### src/tx_status_pkg.sv
// Operation
// - set deferred flag on first-attempt wait
// - descriptor status writeback clears deferred flag
// - carrier watched from delimiter to last byte
// - no-carrier flag set at preamble start
// - carrier seen in window clears no-carrier
// - loopback: no-carrier held while receive idle
// - carrier low in window sets carrier-lost
// - carrier flags never abort the packet
// - absent carrier reports both carrier flags
// - loopback always sets carrier-lost flag
// - sixteenth collision aborts, sets excessive flag
// - collision past slot time flags out-of-window
// - window origin: preamble or delimiter, selectable
// - out-of-window collision backs off, no abort
// - CRC checker active during own transmission
// - bad CRC, alignment, unknown source: monitored bad
// - CRC append inhibited holds monitored-bad low
package tx_status_pkg;

  // timing
  localparam real         CLK_FREQ_MHZ   = 100.0;   // core clock rate
  localparam real         SLOT_TIME_US   = 51.2;    // one slot time
  localparam int unsigned SLOT_CYCLES    = int'($floor(SLOT_TIME_US * CLK_FREQ_MHZ));
  localparam int unsigned SLOT_CNT_W     = 16;      // wide enough for the slot count

  // collision limit
  localparam int unsigned MAX_COLLISIONS = 16;
  localparam int unsigned COLL_CNT_W     = 5;

  // register byte addresses on the wishbone bus
  localparam int unsigned ADR_W          = 4;
  localparam logic [3:0]  ADDR_CONTROL    = 4'h0;
  localparam logic [3:0]  ADDR_FLAGS      = 4'h4;
  localparam logic [3:0]  ADDR_INT_STATUS = 4'h8;
  localparam logic [3:0]  ADDR_INT_MASK   = 4'hC;

  // control register fields
  localparam int unsigned CTRL_W          = 3;
  localparam int unsigned CTRL_LOOPBACK   = 0;       // mac loopback mode
  localparam int unsigned CTRL_ORIGIN     = 1;       // collision_window_origin_select
  localparam int unsigned CTRL_CRC_APPEND_INHIBIT       = 2;       // crc_append_inhibit
  localparam logic [2:0]  CONTROL_RESET   = 3'h0;

  // interrupt status / mask fields
  localparam int unsigned INT_W           = 4;
  localparam int unsigned INT_DONE        = 0;       // attempt finished or aborted
  localparam int unsigned INT_EXCESS      = 1;       // excessive collisions
  localparam int unsigned INT_OWC         = 2;       // out-of-window collision
  localparam int unsigned INT_CARRIER_LOST_FLAG        = 3;       // carrier lost
  localparam logic [3:0]  INT_RESET       = 4'h0;
  localparam logic [3:0]  MASK_RESET      = 4'h0;

  // flags of tx_descriptor_status_word, bit 0 is deferred
  typedef struct packed {
    logic monitored_bad;
    logic out_of_window;
    logic excess_coll;
    logic carrier_lost_flag;
    logic no_carrier_flag;
    logic deferred;
  } tx_flags_t;
  localparam int unsigned FLAGS_W     = 6;
  localparam logic [5:0]  FLAGS_RESET = 6'h00;

  // one-cycle event pulses from the transmit machinery
  typedef struct packed {
    logic attempt_start;   // first preamble bit of an attempt
    logic sfd;             // start of frame delimiter sent
    logic last_byte;       // last byte of the attempt sent
    logic collision;       // collision detected on this attempt
    logic status_written;  // status word stored in transmit_descriptor_area
    logic monitor_done;    // receive unit finished checking own packet
  } tx_events_t;

  // result of self-monitoring, valid with monitor_done
  typedef struct packed {
    logic crc_bad;
    logic align_err;
    logic sa_match;        // source hit in address_match_table
  } mon_result_t;

  // transmit attempt phases
  typedef enum logic [1:0] {
    PH_IDLE,
    PH_PREAMBLE,
    PH_FRAME,
    PH_BACKOFF
  } tx_phase_t;

endpackage

### src/pin_sync.sv
`timescale 1ns/1ps
`default_nettype none
// three-stage synchroniser per bit; output follows once stages two and three agree
module pin_sync #(
  parameter int unsigned W = 2
) (
  // clock and reset
  input  wire logic         clk_i,
  input  wire logic         rst_i,
  // asynchronous pins and their clean copies
  input  wire logic [W-1:0] async_i,
  output logic      [W-1:0] sync_o
);

  genvar g;
  generate
    for (g = 0; g < W; g++) begin : g_bit
      logic s1;  // metastable stage, read only by s2
      logic s2;  // second stage
      logic s3;  // third stage

      // shift chain; first stage feeds nothing but the second
      always_ff @(posedge clk_i) begin
        if (rst_i) begin
          s1 <= 1'b0;
          s2 <= 1'b0;
          s3 <= 1'b0;
        end else begin
          s1 <= async_i[g];
          s2 <= s1;
          s3 <= s2;
        end
      end

      // accept a new level only when two settled stages agree
      always_ff @(posedge clk_i) begin
        if (rst_i) begin
          sync_o[g] <= 1'b0;
        end else if (s2 == s3) begin
          sync_o[g] <= s3;
        end
      end
    end
  endgenerate

endmodule
`default_nettype wire

### src/tx_packet_status_flags.sv
`timescale 1ns/1ps
`default_nettype none
// transmit-outcome flag logic with a wishbone register slave
module tx_packet_status_flags
  import tx_status_pkg::*;
#(
  parameter int unsigned SLOT_CYCLES_P = SLOT_CYCLES  // shorten for simulation
) (
  // clock and reset
  input  wire logic               clk_i,
  input  wire logic               rst_i,
  // wishbone classic slave
  input  wire logic               wb_cyc_i,
  input  wire logic               wb_stb_i,
  input  wire logic               wb_we_i,
  input  wire logic [ADR_W-1:0]   wb_adr_i,
  input  wire logic [3:0]         wb_sel_i,
  input  wire logic [31:0]        wb_dat_i,
  output logic      [31:0]        wb_dat_o,
  output logic                    wb_ack_o,
  // pins from the encoder/decoder
  input  wire logic               crs_i,
  input  wire logic               rx_activity_i,
  // transmit machinery, same clock
  input  wire tx_events_t         tx_ev_i,
  input  wire logic               defer_i,
  input  wire mon_result_t        mon_i,
  // results
  output tx_flags_t               tx_descriptor_status_word_o,
  output logic                    abort_o,
  output logic                    backoff_o,
  output logic                    crc_check_enable_o,
  output logic                    irq_o
);

  // synchronised pins
  logic [1:0]            pins_s;          // {rx activity, carrier sense}
  logic                  crs_s;           // clean carrier sense
  logic                  rx_act_s;        // clean receive pair activity

  // software state
  logic [CTRL_W-1:0]     control;         // loopback, origin, crc inhibit
  logic [INT_W-1:0]      int_status;      // sticky event bits
  logic [INT_W-1:0]      int_mask;        // enables onto irq_o

  // transmit tracking
  tx_phase_t             phase;           // current attempt phase
  logic                  in_packet;       // between first attempt and completion
  logic [COLL_CNT_W-1:0] coll_count;      // collisions on this packet
  logic [SLOT_CNT_W-1:0] slot_count;      // time since window origin
  logic                  slot_run;        // slot timer counting
  tx_flags_t             flags;           // status word under construction

  // decoded helpers
  logic                  loopback;
  logic                  origin_sfd;
  logic                  crc_inhibit;
  logic                  first_attempt;   // attempt_start of a new packet
  logic                  coll_valid;      // collision during a live attempt
  logic                  coll_last;       // this collision is the sixteenth
  logic                  late_coll;       // collision beyond one slot
  logic                  in_window;       // carrier monitoring window
  logic                  carrier_seen;    // carrier evidence in window
  logic                  mon_bad;         // self-monitor verdict
  logic [INT_W-1:0]      int_events;      // this cycle's interrupt causes
  logic                  wb_req;          // new bus request this cycle
  logic                  wb_wr;           // write taken this cycle
  logic [31:0]           next_dat;        // read mux

  // pins cross into the clock domain through three stages
  pin_sync #(
    .W (2)
  ) u_pin_sync (
    .clk_i   (clk_i),
    .rst_i   (rst_i),
    .async_i ({rx_activity_i, crs_i}),
    .sync_o  (pins_s)
  );

  assign crs_s    = pins_s[0];
  assign rx_act_s = pins_s[1];

  assign loopback    = control[CTRL_LOOPBACK];
  assign origin_sfd  = control[CTRL_ORIGIN];
  assign crc_inhibit = control[CTRL_CRC_APPEND_INHIBIT];

  // event qualification
  assign first_attempt = tx_ev_i.attempt_start && !in_packet;
  assign coll_valid    = tx_ev_i.collision &&
                         (phase == PH_PREAMBLE || phase == PH_FRAME);
  // count reaching sixteen with this hit
  assign coll_last     = coll_valid &&
                         (coll_count == COLL_CNT_W'(MAX_COLLISIONS - 1));
  // compare against the slot time from whichever origin is selected
  assign late_coll     = coll_valid && slot_run &&
                         (slot_count >= SLOT_CNT_W'(SLOT_CYCLES_P));

  // window runs from the delimiter to the last byte
  assign in_window = (phase == PH_FRAME);
  // in loopback the carrier evidence is activity on the receive pair
  assign carrier_seen = loopback ? rx_act_s : crs_s;

  // any monitor failure counts, unless the frame carries no crc
  assign mon_bad = !crc_inhibit &&
                   (mon_i.crc_bad || mon_i.align_err || !mon_i.sa_match);

  // attempt phase machine
  always_ff @(posedge clk_i) begin
    if (rst_i) begin
      phase <= PH_IDLE;
    end else begin
      case (phase)
        PH_IDLE: begin
          if (tx_ev_i.attempt_start) begin
            phase <= PH_PREAMBLE;
          end
        end
        PH_PREAMBLE: begin
          if (coll_valid) begin
            phase <= coll_last ? PH_IDLE : PH_BACKOFF;
          end else if (tx_ev_i.sfd) begin
            phase <= PH_FRAME;
          end
        end
        PH_FRAME: begin
          // carrier trouble never ends the attempt early
          if (coll_valid) begin
            phase <= coll_last ? PH_IDLE : PH_BACKOFF;
          end else if (tx_ev_i.last_byte) begin
            phase <= PH_IDLE;
          end
        end
        PH_BACKOFF: begin
          // a late collision waits here just like an early one
          if (tx_ev_i.attempt_start) begin
            phase <= PH_PREAMBLE;
          end
        end
        default: begin
          phase <= PH_IDLE;
        end
      endcase
    end
  end

  // packet membership spans all retries
  always_ff @(posedge clk_i) begin
    if (rst_i) begin
      in_packet <= 1'b0;
    end else if (coll_last) begin
      in_packet <= 1'b0;
    end else if (phase == PH_FRAME && tx_ev_i.last_byte && !coll_valid) begin
      in_packet <= 1'b0;
    end else if (tx_ev_i.attempt_start) begin
      in_packet <= 1'b1;
    end
  end

  // collisions per packet, restarted by a new packet
  always_ff @(posedge clk_i) begin
    if (rst_i) begin
      coll_count <= '0;
    end else if (first_attempt) begin
      coll_count <= '0;
    end else if (coll_valid && !coll_last) begin
      coll_count <= coll_count + COLL_CNT_W'(1);
    end
  end

  // slot timer starts at preamble or delimiter, saturates, stops at idle
  always_ff @(posedge clk_i) begin
    if (rst_i) begin
      slot_run   <= 1'b0;
      slot_count <= '0;
    end else if (origin_sfd ? tx_ev_i.sfd : tx_ev_i.attempt_start) begin
      slot_run   <= 1'b1;
      slot_count <= '0;
    end else if (coll_valid || phase == PH_IDLE || phase == PH_BACKOFF) begin
      slot_run   <= 1'b0;
      slot_count <= '0;
    end else if (slot_run && slot_count != '1) begin
      slot_count <= slot_count + SLOT_CNT_W'(1);
    end
  end

  // deferred: waited before the first attempt, dropped on later collisions
  always_ff @(posedge clk_i) begin
    if (rst_i) begin
      flags.deferred <= 1'b0;
    end else if (defer_i && !in_packet) begin
      flags.deferred <= 1'b1;
    end else if (coll_valid) begin
      flags.deferred <= 1'b0;
    end else if (tx_ev_i.status_written) begin
      flags.deferred <= 1'b0;
    end
  end

  // no carrier: armed at preamble, cleared by carrier in the window
  always_ff @(posedge clk_i) begin
    if (rst_i) begin
      flags.no_carrier_flag <= 1'b0;
    end else if (tx_ev_i.attempt_start) begin
      flags.no_carrier_flag <= 1'b1;
    end else if (in_window && carrier_seen) begin
      flags.no_carrier_flag <= 1'b0;
    end else if (tx_ev_i.status_written) begin
      flags.no_carrier_flag <= 1'b0;
    end
  end

  // carrier lost: any low sample in the window, always in loopback
  always_ff @(posedge clk_i) begin
    if (rst_i) begin
      flags.carrier_lost_flag <= 1'b0;
    end else if (loopback && tx_ev_i.attempt_start) begin
      flags.carrier_lost_flag <= 1'b1;
    end else if (in_window && !crs_s) begin
      // never-seen carrier lands here too, next to no-carrier
      flags.carrier_lost_flag <= 1'b1;
    end else if (tx_ev_i.status_written) begin
      flags.carrier_lost_flag <= 1'b0;
    end
  end

  // excessive collisions
  always_ff @(posedge clk_i) begin
    if (rst_i) begin
      flags.excess_coll <= 1'b0;
    end else if (coll_last) begin
      flags.excess_coll <= 1'b1;
    end else if (tx_ev_i.status_written) begin
      flags.excess_coll <= 1'b0;
    end
  end

  // out-of-window collision; a same-cycle writeback loses to the set
  always_ff @(posedge clk_i) begin
    if (rst_i) begin
      flags.out_of_window <= 1'b0;
    end else if (late_coll) begin
      flags.out_of_window <= 1'b1;
    end else if (tx_ev_i.status_written) begin
      flags.out_of_window <= 1'b0;
    end
  end

  // monitored bad, held low whenever crc append is inhibited
  always_ff @(posedge clk_i) begin
    if (rst_i) begin
      flags.monitored_bad <= 1'b0;
    end else if (crc_inhibit) begin
      flags.monitored_bad <= 1'b0;
    end else if (tx_ev_i.monitor_done && mon_bad) begin
      flags.monitored_bad <= 1'b1;
    end else if (tx_ev_i.status_written) begin
      flags.monitored_bad <= 1'b0;
    end
  end

  // status word copy handed to the descriptor writer
  always_ff @(posedge clk_i) begin
    if (rst_i) begin
      tx_descriptor_status_word_o <= tx_flags_t'(FLAGS_RESET);
    end else begin
      tx_descriptor_status_word_o <= flags;
    end
  end

  // abort and backoff requests to the transmitter, one cycle each
  always_ff @(posedge clk_i) begin
    if (rst_i) begin
      abort_o   <= 1'b0;
      backoff_o <= 1'b0;
    end else begin
      abort_o   <= coll_last;
      backoff_o <= coll_valid && !coll_last;
    end
  end

  // receive-side checker follows our own packet
  always_ff @(posedge clk_i) begin
    if (rst_i) begin
      crc_check_enable_o <= 1'b0;
    end else begin
      crc_check_enable_o <= in_packet || tx_ev_i.attempt_start;
    end
  end

  // interrupt causes
  assign int_events[INT_DONE]   = coll_last ||
                                  (phase == PH_FRAME && tx_ev_i.last_byte && !coll_valid);
  assign int_events[INT_EXCESS] = coll_last;
  assign int_events[INT_OWC]    = late_coll;
  assign int_events[INT_CARRIER_LOST_FLAG]   = in_window && !crs_s;

  // bus decode; ack drops the cycle after it is given
  assign wb_req = wb_cyc_i && wb_stb_i && !wb_ack_o;
  assign wb_wr  = wb_req && wb_we_i && wb_sel_i[0];

  // control register, low byte lane only
  always_ff @(posedge clk_i) begin
    if (rst_i) begin
      control <= CONTROL_RESET;
    end else if (wb_wr && wb_adr_i == ADDR_CONTROL) begin
      control <= wb_dat_i[CTRL_W-1:0];
    end
  end

  // mask register
  always_ff @(posedge clk_i) begin
    if (rst_i) begin
      int_mask <= MASK_RESET;
    end else if (wb_wr && wb_adr_i == ADDR_INT_MASK) begin
      int_mask <= wb_dat_i[INT_W-1:0];
    end
  end

  // sticky status, write one to clear; a new event beats the clear
  always_ff @(posedge clk_i) begin
    if (rst_i) begin
      int_status <= INT_RESET;
    end else if (wb_wr && wb_adr_i == ADDR_INT_STATUS) begin
      int_status <= (int_status & ~wb_dat_i[INT_W-1:0]) | int_events;
    end else begin
      int_status <= int_status | int_events;
    end
  end

  // level interrupt while any unmasked bit stands
  always_ff @(posedge clk_i) begin
    if (rst_i) begin
      irq_o <= 1'b0;
    end else begin
      irq_o <= |(int_status & int_mask);
    end
  end

  // read mux; unmapped addresses read zero
  always_comb begin
    next_dat = 32'h0000_0000;
    case (wb_adr_i)
      ADDR_CONTROL:    next_dat[CTRL_W-1:0]  = control;
      ADDR_FLAGS:      next_dat[FLAGS_W-1:0] = flags;
      ADDR_INT_STATUS: next_dat[INT_W-1:0]   = int_status;
      ADDR_INT_MASK:   next_dat[INT_W-1:0]   = int_mask;
      default:         next_dat              = 32'h0000_0000;
    endcase
  end

  // single-wait-state answer for every address, mapped or not
  always_ff @(posedge clk_i) begin
    if (rst_i) begin
      wb_ack_o <= 1'b0;
      wb_dat_o <= 32'h0000_0000;
    end else begin
      wb_ack_o <= wb_req;
      if (wb_req && !wb_we_i) begin
        wb_dat_o <= next_dat;
      end
    end
  end

endmodule
`default_nettype wire

### config.mk
export PLATFORM = sky130hd
export DESIGN_NAME = tx_packet_status_flags
export DESIGN_NICKNAME = d
export VERILOG_FILES = /design/src/tx_status_pkg.sv /design/src/pin_sync.sv /design/src/tx_packet_status_flags.sv
export SDC_FILE = /design/constraint.sdc
export NUM_CORES = 1
export LEC_CHECK = 0
export ABC_CLOCK_PERIOD_IN_PS = 2650
export BUFFER_PORTS_ARGS = -buffer_cell sky130_fd_sc_hd__buf_4
export CAP_MARGIN = 30
export CORE_MARGIN = 2
export CORE_UTILIZATION = 52
export CTS_BUF_LIST = sky130_fd_sc_hd__clkbuf_4 sky130_fd_sc_hd__clkbuf_8
export CTS_CLUSTER_SIZE = 28
export DETAILED_ROUTE_END_ITERATION = 7
export PLACE_DENSITY = 0.94
export SLEW_MARGIN = 20
export SYNTH_ARGS = -nofsm -noshare
export SYNTH_HDL_FRONTEND = slang
export SYNTH_HIERARCHICAL = 1
export SYNTH_SLANG_ARGS = --single-unit
### constraint.sdc
create_clock -name clk_i -period 2.65 [get_ports clk_i]
set_clock_uncertainty 0.2 [all_clocks]
set_input_delay 0.3975 -clock clk_i [delete_from_list [all_inputs] [get_ports clk_i]]
set_output_delay 0.3975 -clock clk_i [all_outputs]
set_load 0.01 [all_outputs]
-- Word-level counts from Yosys, hierarchy flattened
Index checks and enable logic that the tools add are counted.
- flip-flop bits (word level): 67
- bits in latches: 0
- bits in writable memories: 0
- bits in read-only memories: 0
- bits of input ports: 57
- output and inout port bits: 43
- word-level logic and storage cells: 134
- memories kept: 0
- $add $sub $neg: 2
- multipliers: 0
- div/mod/pow operators: 0
- order comparisons: 1
- equal/unequal tests: 13
- shift-type cells: 0
- mux-type cells: 25
- bitwise logic cells: 5
- reductions and logical operators: 54
- operators with widths (cell ; count):
    1-bit logical AND ; 23
    16-bit by 1-bit adder with 16-bit output (second input constant) ; 1
    16-bit by 13-bit greater-or-equal comparator with 1-bit output (second input constant) ; 1
    16-bit inequality test (second input constant) ; 1
    1-bit 2-to-1 mux ; 14
    2-bit 2-to-1 mux ; 7
    3-bit one-hot mux with 4 select lines ; 1
    3-bit nonzero test ; 3
    4-bit AND ; 2
    4-bit equality test (second input constant) ; 2
    1-bit zero test ; 8
    4-bit OR ; 2
    2-bit nonzero test ; 4
    1-bit logical OR ; 7
    3-bit inequality test (second input constant) ; 2
    2-bit one-hot mux with 3 select lines ; 1
    2-bit OR reduction ; 3
    3-bit OR reduction ; 2
    5-bit by 1-bit adder with 5-bit output (second input constant) ; 1
    5-bit by 4-bit equality test with 1-bit output (second input constant) ; 1
    2-bit equality test (second input constant) ; 2
    4-bit by 3-bit equality test with 1-bit output (second input constant) ; 1
    4-bit zero test ; 1
    4-bit 2-to-1 mux ; 1
    8 further kinds ; 9

-- Depth between registers and ports, before layout
- depth after elaboration: 8
- mapped depth: 8
- gate-level depth less buffers: 7

-- Hierarchy
The synthesis kept the hierarchy.
- by module, submodules not included (module ; times used ; cells each ; area each (um^2) ; seq. area each (um^2)):
    tx_packet_status_flags ; 1 ; 316 ; 2840.2 ; 1181.1
    pin_sync ; 1 ; 20 ; 227.7 ; 160.2

-- Worst setup path before layout
No wires, ideal clock.
- kind: register to register
- from: register phase[0]
- to: register slot_count[11]
- setup time: 0.101 ns
- data arrival time: 1.762 ns
- data required time: 2.349 ns
- setup slack: 0.587 ns
- stages on the path, launching flop included: 6
- buffers on the path: 0
- period minus slack after synthesis: 2.063 ns
- cell sequence: dfxtp_1 -> inv_1 -> ha_1 -> a211o_1 -> or3_1 -> o41ai_1
- longest elaborated chain between the ends: 6
- elaborated cells on any way between the ends: 9
- those cells by class: eq/ne (3); reduce/logical (6)
- ends and longest elaborated chain (item ; line ; source):
    from (decl) ; tx_packet_status_flags.sv:47 ; tx_phase_t phase;
    from (signal assigned) ; tx_packet_status_flags.sv:120 ; phase <= coll_last ? PH_IDLE : PH_BACKOFF;
    from (signal assigned) ; tx_packet_status_flags.sv:128 ; phase <= coll_last ? PH_IDLE : PH_BACKOFF;
    2-bit by 1-bit equality test with 1-bit output / 2-bit equality test (equally long branches) ; tx_packet_status_flags.sv:90 ; (phase == PH_PREAMBLE || phase == PH_FRAME);
    1-bit logical OR ; tx_packet_status_flags.sv:90 ;
    1-bit logical AND ; tx_packet_status_flags.sv:89 ; assign coll_valid = tx_ev_i.collision &&
    1-bit logical OR ; tx_packet_status_flags.sv:178 ; end else if (coll_valid || phase == PH_IDLE || phase == PH_BACKOFF) begin
    1-bit logical OR * ; tx_packet_status_flags.sv:178 ;
    3-bit OR reduction (no line) * ; n/a ;
    to (signal assigned) ; tx_packet_status_flags.sv:182 ; slot_count <= slot_count + SLOT_CNT_W'(1);
    to (decl) ; tx_packet_status_flags.sv:50 ; logic [SLOT_CNT_W-1:0] slot_count;
Every way passes the cells marked *; elsewhere a longest branch is shown, timed or not.
A chain may end at the register's enable or synchronous reset.

-- Worst setup path in the final report
Same ends and word-level chain as after synthesis.

==> impl_metrics.ini <==
[placement]
io_buffers = 42
globalplace.congestion = 0.8632
placed_cell_area_sq_um = 3373
dp_hpwl_mm = 4.796

[synthesis]
synth_top_family_by_area = simple AND/OR/NAND/NOR gates
synth_commonest_cells = 67 x dfxtp_1, 36 x nor2_1, 26 x buf_4
synth_top_cell_by_area = dfxtp_1
muxShareOfSynthArea_pct = 5.587
synthSimpleGateAreaFrac_pct = 21.70
synth_edf_count = 0
async_flop_share_pct = 0
netlist-cell-type-count = 56
syn_area_sq_um = 3068
ys.flop_type = dfxtp_1
yosys.cell_count.top_type = dfxtp_1
synth_cells = 336
synth.top_cell.area_share_pct = 43.72
yosys.area_share.adder_pct = 3.670
synth-seq-cells = 67
synth.area.top_cells = dfxtp_1 44%, buf_4 6.4%, nor2_1 4.4%
yosysSeqAreaShare_pct = 43.72
synthXorXnorAreaFrac_pct = 1.427
synth_compound_area_share_pct = 14.64
yosysWarnings = 6
avgSynthCellArea_sq_um = 9.131

[layout]
final-seq-area_sq_um = 1341
fin_area_sq_um = 3581
drive_gt1_share_pct = 19.85
multiInputGateArea_sq_um = 1540
area_growth_pct = 16.72
n_antenna_cell = 0
fill_cells = 440
nets = 449

[timing]
relSlewSlack_pct = 50.13
hold_viol = 0
setup_viol = 0
min_period_ps = 2407
fmax_mhz = 415.5
slew_viol_final = 0
fin_tns_setup_ps = 0
whs_ps = 56.95
tightest_slew_ps = 742.3
rsz0062_at_grt = no
fin_crit_sh_pct = 90.82

[die]
die_area_sq_um = 6530
core_sq_um = 5608
start_util_pct = 54.71
fp-row-count = 27
ios = 100
die_y_um = 80.81
die-width_um = 80.81

[clock_tree]
path_clk_slew_ps = 80
post-cts-setup-buffers = 0
root_buffer = clkbuf_8
postCtsHoldBufs = 0
cts_max_level = 3
worstSkewPairLatency_ps = 350
clockBufferDepth = 2
cts_buffers = 9
tritoncts = built
cts_resized = 0
clock_sinks = 67

[global_route]
antenna_found_initial = 0
grt_max_degree = 28
grt_usage_pct = 22.61
overflow = 0
grt_pass1_wl_mm = 11.23
grt_pass1_vias = 2459

[critical_path]
cp-start-kind = flop
critPathMaxFanout = 8
end_kind = flop
arrival_ps = 2450
r2r_slack_ps = 240
crit_required_ps = 2700
path_class = flop to flop

[run_status]
status = completed

[worst_hold_path]
hold_class = input pin to flop

[route]
avgRoutedWirePerCell_um = 14.93
drc = 0
antenna_left = 0
avgViaCountPerCell = 5.602
drt_pre_antenna_iters = 5
drt_iter0_markers = 128
routed_wl_mm = 6.868
num_vias = 2577

[power_and_ir_drop]
p_leak_nw = 1.398
powerDensity_nw_per_um2 = 675.0
peakVddDrop_uv = 432.5

[job]
drv_cap = 0
-- metrics by stage --
stage                     power (W)  worst slack [ps]  util (%)  cells
after detailed placement   0.001532             272.8     60.15    444
after global placement     0.001504             371.4     60.15    444
after CTS                  0.002419             238.5     63.86    460
after global routing       0.002528             146.5     63.86    460
after floorplan            0.001430             586.6         -    361
final                      0.002417             243.1     63.86    460
-- layer usage --
| metal | vias to the layer above | routed length, um | track usage [%] |
|---|---|---|---|
| met5 | - | 0 | 0 |
| met1 | 1206 | 2805 | 24.89 |
| met4 | 0 | 204 | 11.02 |
| met3 | 21 | 451 | 6.000 |
| li1 | 1245 | - | - |
| met2 | 105 | 3406 | 40.17 |
-- area by class of cell --
cell class	count	share of cell area, %
Sequential cell	67	37.46
Clock inverter	7	2.341
Multi-Input combinational cell	246	43.01
Inverter	11	1.153
Tap cell	72	2.516
Timing Repair Buffer	48	10.06
Clock buffer	9	3.459
-- flip-flops by register name (all words and copies together) (netlist names), 3 cells and up --
name and count:
slot_count 16, coll_count 5, wb_dat_o 6, flags 6, int_status 4, tx_descriptor_status_word_o 6, control 3, int_mask 4
-- placed cells by master, fill, tap and decap left out, types with 4 or more instances in the layout --
cell type / instances
nand3_1: 8
mux2i_1: 7
nor2_1: 36
nor2b_1: 15
a21oi_1: 17
a211oi_1: 4
nor3_1: 9
a31oi_1: 4
a22oi_1: 9
inv_1: 11
buf_4: 48
nand4_1: 5
or3_1: 7
o21ai_0: 10
dfxtp_1: 67
o41ai_1: 4
o31ai_1: 4
nand2_1: 20
conb_1: 26
clkbuf_8: 9
ha_1: 9
-- cells by family after synthesis --
kind of cell | Yosys count
buffers and inverters | 48
AOI/OAI and AO/OA | 68
and+or+nand+nor | 125
DFF | 67
xor gates and xnor gates | 5
adders and majority gates | 9
muxes | 13
other | 1
-- power by group --
| part | switching, W | total (W) | leakage (nW) | internal (W) |
|---|---|---|---|---|
| sequential | 0.0000446 | 0.00111 | 0.544 | 0.00106 |
| combinational | 0.000242 | 0.000418 | 0.752 | 0.000176 |
| clock | 0.000442 | 0.000892 | 0.102 | 0.000450 |
-- worst paths after layout --
kind / end / start / cells after the start
worst min register to register: u_pin_sync/g_bit[0].s2 / u_pin_sync/g_bit[0].s1 / 1
worst max register to register: slot_count[11] / phase[0] / 5
worst max-delay path: slot_count[11] / phase[0] / 5
worst min-delay path: u_pin_sync/g_bit[1].s1 / rx_activity_i / 2
-- worst max-delay path, stage by stage (launching register included) --
cell	delay, ps
dfxtp_1	420
inv_1	90
ha_1	370
a211o_1	320
or3_1	510
o41ai_1	380
No activity file was read; power rests on OpenSTA's default activity.
